$ cat src/design/stc_pkg.sv
// constants for the synthesizer and timestamp configuration registers
package stc_pkg;
   localparam int STC_ADDR_W = 15;
   localparam int STC_DATA_W = 8;
   localparam int STC_FRAME_BITS = 24;
   localparam int STC_NUM_REGS = 6;
   localparam int STC_NUM_LANES = 8;
   // register offsets
   localparam logic [14:0] STC_OFS_STAMP = 15'h003B;
   localparam logic [14:0] STC_OFS_REFOUT = 15'h003C;
   localparam logic [14:0] STC_OFS_DIV_PV = 15'h003D;
   localparam logic [14:0] STC_OFS_DIV_N = 15'h003E;
   localparam logic [14:0] STC_OFS_BIAS = 15'h003F;
   localparam logic [14:0] STC_OFS_PREEMPH = 15'h0048;
   // register indices
   localparam logic [2:0] STC_IDX_STAMP = 3'h0;
   localparam logic [2:0] STC_IDX_REFOUT = 3'h1;
   localparam logic [2:0] STC_IDX_DIV_PV = 3'h2;
   localparam logic [2:0] STC_IDX_DIV_N = 3'h3;
   localparam logic [2:0] STC_IDX_BIAS = 3'h4;
   localparam logic [2:0] STC_IDX_PREEMPH = 3'h5;
   localparam logic [2:0] STC_IDX_NONE = 3'h7;
   // reset values
   localparam logic [7:0] STC_RST_STAMP = 8'h00;
   localparam logic [7:0] STC_RST_REFOUT = 8'h01;
   localparam logic [7:0] STC_RST_DIV_PV = 8'h00;
   localparam logic [7:0] STC_RST_DIV_N = 8'h20;
   localparam logic [7:0] STC_RST_BIAS = 8'h4F;
   localparam logic [7:0] STC_RST_PREEMPH = 8'h00;
   localparam logic [7:0] STC_RD_UNMAPPED = 8'h00;
   // field positions
   localparam int STC_BIT_RECV_ON = 0;
   localparam int STC_BIT_PECL = 1;
   localparam int STC_BIT_REFOUT_ON = 0;
   localparam int STC_P_LSB = 2;
   localparam int STC_V_LSB = 0;
   localparam int STC_N_LSB = 0;
   localparam int STC_N_W = 6;
   localparam int STC_BIAS_LSB = 0;
   localparam int STC_BIAS_W = 7;
   localparam int STC_PE_LSB = 0;
   localparam int STC_PE_W = 4;
   // divider ratios, zero marks a reserved code
   localparam logic [2:0] STC_P_RATIO_0 = 3'h1;
   localparam logic [2:0] STC_P_RATIO_1 = 3'h2;
   localparam logic [2:0] STC_P_RATIO_2 = 3'h4;
   localparam logic [2:0] STC_V_RATIO_0 = 3'h5;
   localparam logic [2:0] STC_V_RATIO_1 = 3'h4;
   localparam logic [2:0] STC_V_RATIO_2 = 3'h3;
   localparam logic [2:0] STC_RATIO_BAD = 3'h0;
endpackage : stc_pkg

$ cat src/design/stc_cfg_if.sv
// register access signals between serial port and register file
`timescale 1ns/1ns
`default_nettype none
interface stc_cfg_if;
   logic wr_stb;
   logic [14:0] addr;
   logic [7:0] wdata;
   logic [7:0] rdata;
   modport port (output wr_stb, output addr, output wdata, input rdata);
   modport regs (input wr_stb, input addr, input wdata, output rdata);
endinterface : stc_cfg_if
`default_nettype wire

$ cat src/design/stc_serial_port.sv
// serial configuration port: 1 r/w bit, 15 address bits, 8 data bits, msb first
`timescale 1ns/1ns
`default_nettype none
module stc_serial_port
   import stc_pkg::*;
(
   // clock and reset
   input wire logic clk_i,
   input wire logic rst_b_i,
   // serial pins
   input wire logic sclk_i,
   input wire logic cs_b_i,
   input wire logic sdi_i,
   output logic sdo_o,
   output logic sdo_oe_o,
   // register side
   stc_cfg_if.port cfg
);
   logic sclk_q_r;
   logic [22:0] shift_r;
   logic [4:0] cnt_r;
   logic rw_r;
   logic [14:0] addr_r;
   logic [7:0] wdata_r;
   logic wr_r;
   logic sdo_r;
   logic sdo_oe_r;
   wire rise = sclk_i & ~sclk_q_r;
   wire fall = ~sclk_i & sclk_q_r;
   wire [4:0] last_cnt = 5'(STC_FRAME_BITS - 1);
   wire [4:0] addr_cnt = 5'(STC_ADDR_W);
   wire data_phase = (cnt_r > addr_cnt) && (cnt_r <= last_cnt);
   wire [2:0] out_idx = 3'(last_cnt - cnt_r);
   wire last_bit = rise && (cnt_r == last_cnt);

   always_ff @(posedge clk_i or negedge rst_b_i) begin
      if (!rst_b_i) begin
         sclk_q_r <= 1'b0;
         shift_r <= '0;
         cnt_r <= 5'h00;
         rw_r <= 1'b0;
         addr_r <= 15'h0000;
         wdata_r <= 8'h00;
         wr_r <= 1'b0;
         sdo_r <= 1'b0;
         sdo_oe_r <= 1'b0;
      end else begin
         sclk_q_r <= sclk_i;
         wr_r <= 1'b0;
         if (cs_b_i) begin
            cnt_r <= 5'h00;
            sdo_oe_r <= 1'b0;
         end else begin
            if (rise && (cnt_r <= last_cnt)) begin
               shift_r <= {shift_r[21:0], sdi_i};
               cnt_r <= cnt_r + 5'h01;
            end
            if (rise && (cnt_r == addr_cnt)) begin
               rw_r <= shift_r[14];
               addr_r <= {shift_r[13:0], sdi_i};
            end
            if (last_bit && !rw_r) begin
               wdata_r <= {shift_r[6:0], sdi_i};
               wr_r <= 1'b1;
            end
            if (fall && rw_r && data_phase) begin
               sdo_r <= cfg.rdata[out_idx];
               sdo_oe_r <= 1'b1;
            end
         end
      end
   end

   assign cfg.wr_stb = wr_r;
   assign cfg.addr = addr_r;
   assign cfg.wdata = wdata_r;
   assign sdo_o = sdo_r;
   assign sdo_oe_o = sdo_oe_r;
endmodule : stc_serial_port
`default_nettype wire

$ cat src/design/stc_synth_stamp_regs.sv
// synthesizer and timestamp configuration registers with serial access
`timescale 1ns/1ns
`default_nettype none
module stc_synth_stamp_regs
   import stc_pkg::*;
(
   // clock and reset
   input wire logic clk_i,
   input wire logic rst_b_i,
   // serial configuration port
   input wire logic sclk_i,
   input wire logic cs_b_i,
   input wire logic sdi_i,
   output logic sdo_o,
   output logic sdo_oe_o,
   // synthesizer enable pin
   input wire logic synth_enable_i,
   // timestamp input receiver
   output logic stamp_receiver_on_o,
   output logic stamp_pecl_select_o,
   output logic stamp_selfbias_on_o,
   // reference output
   output logic synth_reference_output_on_o,
   // synthesizer settings
   output logic [2:0] p_div_ratio_o,
   output logic [2:0] v_div_ratio_o,
   output logic [5:0] n_div_ratio_o,
   output logic [6:0] oscillator_bias_level_o,
   // lane pre-emphasis
   output logic [31:0] lane_preemphasis_level_o
);
   localparam logic [7:0] RST_VALS [STC_NUM_REGS] = '{STC_RST_STAMP, STC_RST_REFOUT, STC_RST_DIV_PV,
                                                      STC_RST_DIV_N, STC_RST_BIAS, STC_RST_PREEMPH};

   stc_cfg_if cfg ();

   stc_serial_port u_port (
      .clk_i(clk_i),
      .rst_b_i(rst_b_i),
      .sclk_i(sclk_i),
      .cs_b_i(cs_b_i),
      .sdi_i(sdi_i),
      .sdo_o(sdo_o),
      .sdo_oe_o(sdo_oe_o),
      .cfg(cfg.port)
   );

   logic [7:0] regs_r [STC_NUM_REGS];
   logic stamp_on_r;
   logic pecl_r;
   logic selfbias_r;
   logic refout_r;
   logic [2:0] p_ratio_r;
   logic [2:0] v_ratio_r;
   logic [5:0] n_ratio_r;
   logic [6:0] bias_r;
   logic [31:0] pe_r;

   // offset matches
   wire hit_stamp = (cfg.addr == STC_OFS_STAMP);
   wire hit_refout = (cfg.addr == STC_OFS_REFOUT);
   wire hit_div_pv = (cfg.addr == STC_OFS_DIV_PV);
   wire hit_div_n = (cfg.addr == STC_OFS_DIV_N);
   wire hit_bias = (cfg.addr == STC_OFS_BIAS);
   wire hit_preemph = (cfg.addr == STC_OFS_PREEMPH);

   // address decode
   wire [2:0] sel_idx = hit_stamp ? STC_IDX_STAMP :
                        hit_refout ? STC_IDX_REFOUT :
                        hit_div_pv ? STC_IDX_DIV_PV :
                        hit_div_n ? STC_IDX_DIV_N :
                        hit_bias ? STC_IDX_BIAS :
                        hit_preemph ? STC_IDX_PREEMPH : STC_IDX_NONE;
   wire hit = (sel_idx != STC_IDX_NONE);
   wire wr_en = cfg.wr_stb && hit;
   assign cfg.rdata = hit ? regs_r[sel_idx] : STC_RD_UNMAPPED;

   // register storage, full byte kept so reserved bits read back
   genvar gi;
   generate
      for (gi = 0; gi < STC_NUM_REGS; gi++) begin : g_reg
         wire wr_this = wr_en && (sel_idx == 3'(gi));
         always_ff @(posedge clk_i or negedge rst_b_i) begin
            if (!rst_b_i) begin
               regs_r[gi] <= RST_VALS[gi];
            end else if (wr_this) begin
               regs_r[gi] <= cfg.wdata;
            end
         end
      end
   endgenerate

   // field extraction
   wire [7:0] stamp_reg = regs_r[STC_IDX_STAMP];
   wire [7:0] refout_reg = regs_r[STC_IDX_REFOUT];
   wire [7:0] pv_reg = regs_r[STC_IDX_DIV_PV];
   wire [1:0] p_code = pv_reg[STC_P_LSB +: 2];
   wire [1:0] v_code = pv_reg[STC_V_LSB +: 2];
   wire [2:0] p_dec = (p_code == 2'h0) ? STC_P_RATIO_0 :
                      (p_code == 2'h1) ? STC_P_RATIO_1 :
                      (p_code == 2'h2) ? STC_P_RATIO_2 : STC_RATIO_BAD;
   wire [2:0] v_dec = (v_code == 2'h0) ? STC_V_RATIO_0 :
                      (v_code == 2'h1) ? STC_V_RATIO_1 :
                      (v_code == 2'h2) ? STC_V_RATIO_2 : STC_RATIO_BAD;
   wire [3:0] pe_level = regs_r[STC_IDX_PREEMPH][STC_PE_LSB +: STC_PE_W];
   wire [31:0] pe_fan;

   generate
      for (gi = 0; gi < STC_NUM_LANES; gi++) begin : g_lane
         assign pe_fan[gi*STC_PE_W +: STC_PE_W] = pe_level;
      end
   endgenerate

   // next values of the control outputs
   wire stamp_on_nxt = stamp_reg[STC_BIT_RECV_ON];
   wire pecl_nxt = stamp_reg[STC_BIT_PECL];
   wire selfbias_nxt = ~stamp_reg[STC_BIT_PECL];
   wire refout_nxt = refout_reg[STC_BIT_REFOUT_ON] & synth_enable_i;
   wire [2:0] p_ratio_nxt = p_dec;
   wire [2:0] v_ratio_nxt = v_dec;
   wire [5:0] n_ratio_nxt = regs_r[STC_IDX_DIV_N][STC_N_LSB +: STC_N_W];
   wire [6:0] bias_nxt = regs_r[STC_IDX_BIAS][STC_BIAS_LSB +: STC_BIAS_W];
   wire [31:0] pe_nxt = pe_fan;

   // timestamp receiver enable
   always_ff @(posedge clk_i or negedge rst_b_i) begin
      if (!rst_b_i) begin
         stamp_on_r <= STC_RST_STAMP[STC_BIT_RECV_ON];
      end else begin
         stamp_on_r <= stamp_on_nxt;
      end
   end

   // pecl mode select
   always_ff @(posedge clk_i or negedge rst_b_i) begin
      if (!rst_b_i) begin
         pecl_r <= STC_RST_STAMP[STC_BIT_PECL];
      end else begin
         pecl_r <= pecl_nxt;
      end
   end

   // common-mode self-bias, off in pecl mode
   always_ff @(posedge clk_i or negedge rst_b_i) begin
      if (!rst_b_i) begin
         selfbias_r <= ~STC_RST_STAMP[STC_BIT_PECL];
      end else begin
         selfbias_r <= selfbias_nxt;
      end
   end

   // reference output, gated by the pin
   always_ff @(posedge clk_i or negedge rst_b_i) begin
      if (!rst_b_i) begin
         refout_r <= 1'b0;
      end else begin
         refout_r <= refout_nxt;
      end
   end

   // second divider ratio
   always_ff @(posedge clk_i or negedge rst_b_i) begin
      if (!rst_b_i) begin
         p_ratio_r <= STC_P_RATIO_0;
      end else begin
         p_ratio_r <= p_ratio_nxt;
      end
   end

   // first divider ratio
   always_ff @(posedge clk_i or negedge rst_b_i) begin
      if (!rst_b_i) begin
         v_ratio_r <= STC_V_RATIO_0;
      end else begin
         v_ratio_r <= v_ratio_nxt;
      end
   end

   // third divider value
   always_ff @(posedge clk_i or negedge rst_b_i) begin
      if (!rst_b_i) begin
         n_ratio_r <= STC_RST_DIV_N[5:0];
      end else begin
         n_ratio_r <= n_ratio_nxt;
      end
   end

   // oscillator bias level
   always_ff @(posedge clk_i or negedge rst_b_i) begin
      if (!rst_b_i) begin
         bias_r <= STC_RST_BIAS[6:0];
      end else begin
         bias_r <= bias_nxt;
      end
   end

   // pre-emphasis level, one value copied to all 8 lanes
   always_ff @(posedge clk_i or negedge rst_b_i) begin
      if (!rst_b_i) begin
         pe_r <= 32'h00000000;
      end else begin
         pe_r <= pe_nxt;
      end
   end

   assign stamp_receiver_on_o = stamp_on_r;
   assign stamp_pecl_select_o = pecl_r;
   assign stamp_selfbias_on_o = selfbias_r;
   assign synth_reference_output_on_o = refout_r;
   assign p_div_ratio_o = p_ratio_r;
   assign v_div_ratio_o = v_ratio_r;
   assign n_div_ratio_o = n_ratio_r;
   assign oscillator_bias_level_o = bias_r;
   assign lane_preemphasis_level_o = pe_r;
endmodule : stc_synth_stamp_regs
`default_nettype wire

$ cat config.mk
export PLATFORM = sky130hd
export DESIGN_NAME = stc_synth_stamp_regs
export DESIGN_NICKNAME = d
export VERILOG_FILES = /design/src/design/stc_pkg.sv /design/src/design/stc_cfg_if.sv /design/src/design/stc_serial_port.sv /design/src/design/stc_synth_stamp_regs.sv
export SDC_FILE = /design/constraint.sdc
export NUM_CORES = 1
export LEC_CHECK = 0
export BUFFER_PORTS_ARGS = -buffer_cell sky130_fd_sc_hd__buf_2
export CAP_MARGIN = 20
export CORE_MARGIN = 8
export CORE_UTILIZATION = 58
export DETAILED_ROUTE_END_ITERATION = 10
export PLACE_DENSITY = 0.78
export RECOVER_POWER = 100
export SYNTH_ARGS = -nofsm -noshare
export SYNTH_HDL_FRONTEND = slang
export SYNTH_SLANG_ARGS = --single-unit
$ cat constraint.sdc
create_clock -name clk_i -period 2.85 [get_ports clk_i]
set_input_delay 0.57 -clock clk_i [delete_from_list [all_inputs] [get_ports clk_i]]
set_output_delay 0.57 -clock clk_i [all_outputs]
set_load 0.03 [all_outputs]
==> results of run 1 <==
==> critical path: stages (launching register included) <==
cell and delay [ns]:
dfrtp_1 0.39, or4b_1 0.71, a2111oi_2 0.33, buf_4 0.21, o211ai_1 0.10, a311oi_1 0.32, nor4b_1 0.11, a311o_1 0.30
o41ai_1 0.07
==> cell type report <==
class / instances / area (um2) / share of cell area
inverter: 7 / 26.3 / 0.00427
clock buffer: 20 / 445 / 0.0724
clock inverter: 11 / 168 / 0.0273
timing repair buffer: 75 / 333 / 0.0541
multi-input combinational: 232 / 1940 / 0.316
sequential: 123 / 3100 / 0.504
tap: 111 / 139 / 0.0226
==> logic make-up (layout without fill, tap and decap cells) <==
kind of cell / count (synthesis) / after routing / share of synthesized area
DFF: 123 / 123 / 0.584
muxes: 89 / 89 / 0.188
and+or+nand+nor: 82 / 82 / 0.0889
AOI/OAI and AO/OA: 57 / 57 / 0.0762
buffers and inverters: 49 / 113 / 0.0547
adders and majority gates: 2 / 2 / 0.00472
xor gates and xnor gates: 2 / 2 / 0.00330
==> metrics by stage <==
step                setup slack [ns]  area [um2]
global route                  0.0170        6150
finish                         0.206        6150
global placement               0.294        5600
CTS                            0.170        6220
detailed placement             0.187        5600
floorplan                      0.386        5310
==> report_power, final <==
group	internal, mW	switching [mW]	leakage, nW
clock network	1.46	0.759	0.297
logic	0.0603	0.0689	0.905
registers	1.80	0.0626	1.64
==> how the worst max path moves through the flow <==
stage	endpoint	slack, ns
2_1_floorplan	u_port.sdo_o	0.39
6_report	u_port.sdo_o	0.21
5_1_grt	u_port.sdo_o	0.02
4_1_cts	u_port.sdo_o	0.17
3_5_place_dp	u_port.sdo_o	0.19
3_3_place_gp	u_port.sdo_o	0.29
==> metal layers <==
layer  vias to the layer above  GRT usage  wire length [um]
li1                       1552          -                 -
met1                      1793      0.240              4950
met2                       118      0.313              5810
met3                        14     0.0595               739
met4                         0     0.0711               175
met5                         -          0                 0
==> timing repair <==
item / CTS / global route
buffers inserted: 0 / 0
gates resized for setup: 0 / 4
endpoints found under the setup margin: 0 / 1
==> cells in the final DEF (no fill, tap or decap), types with 5 or more instances in the layout <==
cell       instances
dfrtp_1          106
mux2_2            86
clkbuf_1          63
nand2_1           21
clkbuf_16         16
nor2_1            15
o21ai_0           13
a21oi_1           12
dfstp_2           10
buf_4              8
inv_1              7
dfstp_1            7
nand3_1            5
==> impl_metrics.tcl, run 1 <==
set metrics [dict create \
    hold_violations 0 \
    seq_area_frac_synth 0.584 \
    hold_depth 1 \
    vdd_drop_max_v 0.000353 \
    rows 35 \
    overflow 0 \
    min_path_type "input pin to register" \
    place_congestion 0.861 \
    vias 3477 \
    syn_inst 404 \
    portBuffers 62 \
    critPathRequiredTime_ns 3.25 \
    crit_path_max_fanout 6 \
    routed_via_density 6.01 \
    synth-edff-count 0 \
    async_flop_share 1.00 \
    cts_tree "done" \
    r2r_start "u_port.cfg.addr[13]" \
    core_um2 9060 \
    synthTopCellsByCount "106 x dfrtp_1, 86 x mux2_2, 28 x buf_4, 21 x nand2_1, 17 x dfstp_2" \
    die-height_um 112 \
    rsz0062_at_grt "false" \
    max_freq_ghz 0.378 \
    cts_buffers 17 \
    crit_type "register to register" \
    layout-drive-gt1-share 0.316 \
    clock_sinks 123 \
    min_from "sclk_i" \
    cts-root-buf "clkbuf_8" \
    clk_pin_slew_ns 0.06 \
    postRouteAntennaNets 0 \
    critPathArrivalTime_ns 3.04 \
    cp-startpoint "u_port.cfg.addr[13]" \
    grt_pass1_wl_um 19000 \
    num_io_pins 63 \
    fin_util 0.679 \
    detailedRoute.firstPassIterationCount 5 \
    post-synth-top-count-cell "dfrtp_1" \
    dieArea_um2 12500 \
    post-route-period-util 0.928 \
    drt_iter0_drc 241 \
    max_slew.worst_pin.slew_ns 1.39 \
    slew_headroom 0.0709 \
    clock_latency_ns 0.51 \
    finalSetupViolCount 0 \
    wl_per_cell_um 20.2 \
    cts_hold_buf 0 \
    dp.cells 548 \
    setup_tns_ns 0 \
    grt_pass1_vias 3524 \
    fin_nets 464 \
    yosys-top-cells-area "dfrtp_1 50%, mux2_2 18%, dfstp_2 8.4%, buf_4 4.0%, nand2_1 1.5%" \
    htreeDepth 4 \
    fp.dieW_um 112 \
    p_per_area_nw_per_um2 685 \
    hold_end "u_port.sclk_q_r" \
    rr_worst_depth 8 \
    ys_types 60 \
    fin_hold_ws_ns 0.234 \
    area_growth_pct 15.9 \
    synth_ff_type "dfrtp_1" \
    track_usage 0.194 \
    critPathCaptureType "register" \
    antenna_found_initial 0 \
    worstReg2RegEnd "u_port.sdo_o" \
    clock_path_buffers 2 \
    power_mw 4.22 \
    n_antenna_cell 0 \
    status "finished clean" \
    r2r_slack_ns 0.21 \
    route.detailed.drc 0 \
    synth_area_um2 5310 \
    fin_skew_ns 0.00683 \
    initial_core_util 0.585 \
    fillers 652 \
    drv_slew 0 \
    synth_nets 412 \
    grt_start_max_net_pins 60 \
    synth_warnings 0 \
    hpwl_um 8040 \
    final_cells 579 \
    synth_top_area_frac 0.500 \
    fin_crit_ns 2.64 \
    synth_area_per_cell_um2 13.1 \
    p_leak_nw 2.84 \
    drt_wl_total_um 11700 \
    synth.ff_latch_count 123 \
    maxCapViolCount 0 \
    synth_top_area_cell "dfrtp_1" \
    start_kind "register" \
]
(Power assumes the default switching activity.)
==> run 2, diff against run 1 <==
==> constraint.sdc (replaced) <==
create_clock -name clk_i -period 2.8 [get_ports clk_i]
set_input_delay 0.56 -clock clk_i [delete_from_list [all_inputs] [get_ports clk_i]]
set_output_delay 0.56 -clock clk_i [all_outputs]
set_load 0.03 [all_outputs]
==> run 2 against run 1 <==
Effect of this change: the run now ends with max-capacitance violations, max-slew violations left; maximum frequency rose by 2.3%; sequential share of layout area increased by 0.14 points; final cell count up 0.17%; critical path depth did not move; clock-buffer cell count did not move; sequential power about the same; clock skew about the same; global-route usage down 1.3 points; via count is 2.6% lower; non-clock buffer count stayed put; core utilization fell by 0.19 points; critical endpoint unchanged; largest cell class unchanged.
==> impl_metrics.tcl, run 2 (same netlist as run 1, synthesis figures left out) <==
set metrics [dict create \
    clk_pin_slew_ns 0.06 \
    final_common_cell "dfrtp_1" \
    fin_skew_ns 0.00720 \
    vias 3386 \
    postRouteAntennaNets 0 \
    maxCapViolCount 1 \
    seqCellArea_um2 3100 \
    max_freq_ghz 0.387 \
    rows 35 \
    wl_per_cell_um 18.6 \
    start_kind "register" \
    fin_util 0.677 \
    p_sw_frac 0.210 \
    portBuffers 62 \
    crit_type "register to register" \
    route.detailed.drc 0 \
    drt_wl_total_um 10800 \
    critPathCaptureType "register" \
    rsz0062_at_grt "false" \
    routed_via_density 5.84 \
    grt_pass1_wl_um 17800 \
    grt_start_max_net_pins 124 \
    vdd_drop_max_v 0.000414 \
    max_slew.worst_pin.slew_ns 1.61 \
    p_comb_frac 0.031 \
    overflow 0 \
    multi_input_area_um2 1960 \
    hold_violations 0 \
    clock_latency_ns 0.51 \
    min_from "sclk_i" \
    cts_tree "done" \
    drv_slew 124 \
    p_int_mw 3.27 \
    clock_sinks 123 \
    status "complete, but fails checks" \
    initial_core_util 0.585 \
    core_um2 9060 \
    fin_hold_ws_ns 0.207 \
    p_clk_frac 0.510 \
    hpwl_um 7510 \
    critPathRequiredTime_ns 3.19 \
    p_per_area_nw_per_um2 674 \
    min_path_type "input pin to register" \
    area_growth_pct 15.6 \
    critPathArrivalTime_ns 2.98 \
    fin_nets 464 \
    place_congestion 0.899 \
    crit_path_max_fanout 6 \
    setup_tns_ns 0 \
    post-route-period-util 0.923 \
    slew_headroom -0.0734 \
    track_usage 0.180 \
    antenna_found_initial 0 \
    cts-root-buf "clkbuf_8" \
    cp-startpoint "u_port.cfg.addr[13]" \
    die-height_um 112 \
    power.switching_mw 0.866 \
    violations "max-capacitance violations, max-slew violations" \
    clock_path_buffers 2 \
    cts_hold_buf 0 \
    dieArea_um2 12500 \
    fp.dieW_um 112 \
    layout-drive-gt1-share 0.322 \
    cts_buffers 17 \
    fillers 636 \
    n_antenna_cell 0 \
    grt_pass1_vias 3404 \
    finalSetupViolCount 0 \
    p_leak_nw 2.82 \
    htreeDepth 4 \
    fin_crit_ns 2.59 \
    pwr-share-seq 0.459 \
    final_cell_mix "106 x dfrtp_1, 86 x mux2_2, 63 x clkbuf_1, 21 x nand2_1, 16 x clkbuf_16" \
    num_io_pins 63 \
    drt_iter0_drc 257 \
    detailedRoute.firstPassIterationCount 5 \
    r2r_start "u_port.cfg.addr[13]" \
]
## run 2: layout make-up
type / instances / area share
timing repair buffer: 75 / 0.0532
inverter: 7 / 0.00428
tap: 111 / 0.0226
multi-input combinational: 232 / 0.319
clock buffer: 20 / 0.0710
clock inverter: 12 / 0.0241
sequential: 123 / 0.505
## run 2: critical path: stages, from the launching register on
cell	delay, ns
dfrtp_1	0.39
or4b_4	0.62
nor4_1	0.39
buf_4	0.20
mux2i_1	0.22
a211oi_1	0.12
nor4b_1	0.28
a311o_1	0.18
o41ai_1	0.07
## run 2: path summary, 6_finish.rpt
kind                                                    to  cells after the start  slack (ns)
worst max-delay path                          u_port.sdo_o                      8        0.21
worst min-delay path                       u_port.sclk_q_r                      1        0.21
worst max register to register                u_port.sdo_o                      8        0.21
worst min register to register  oscillator_bias_level_o[2]                      0        0.39
max in group asynchronous                     stamp_reg[3]                      2        1.22
min in group asynchronous                  u_port.sdo_oe_o                      2        0.56
## run 2: per-layer routing
| metal | vias to the layer above | part of all wire | track usage |
|---|---|---|---|
| met5 | - | 0 | 0 |
| met1 | 1709 | 0.44 | 0.225 |
| met4 | 0 | 0.024 | 0.0820 |
| met3 | 21 | 0.064 | 0.0563 |
| li1 | 1554 | - | - |
| met2 | 102 | 0.47 | 0.282 |
## run 2: through the flow
step,cell area [um2],cells,total power [mW],worst slack [ns]
2_1_floorplan,5310,404,1.97,0.336
3_3_place_gp,5600,548,2.05,0.283
3_5_place_dp,5600,548,2.06,0.155
4_1_cts,6190,580,4.17,0.119
5_1_grt,6130,580,4.28,0.00586
6_report,6130,580,4.13,0.215
## run 2: power by group through the flow
| stage | Combinational [mW] | Sequential [mW] | Clock (mW) |
|---|---|---|---|
| after floorplan | 0.0751 | 1.90 | 0 |
| after global placement | 0.127 | 1.92 | 0 |
| after detailed placement | 0.132 | 1.92 | 0 |
| after CTS | 0.135 | 1.90 | 2.14 |
| after global routing | 0.145 | 1.90 | 2.23 |
| final | 0.129 | 1.90 | 2.11 |
## run 2: what timing repair did
item	4_1_cts	5_1_grt
gates resized for setup	0	7
setup endpoints to repair	0	1
buffers inserted	0	0
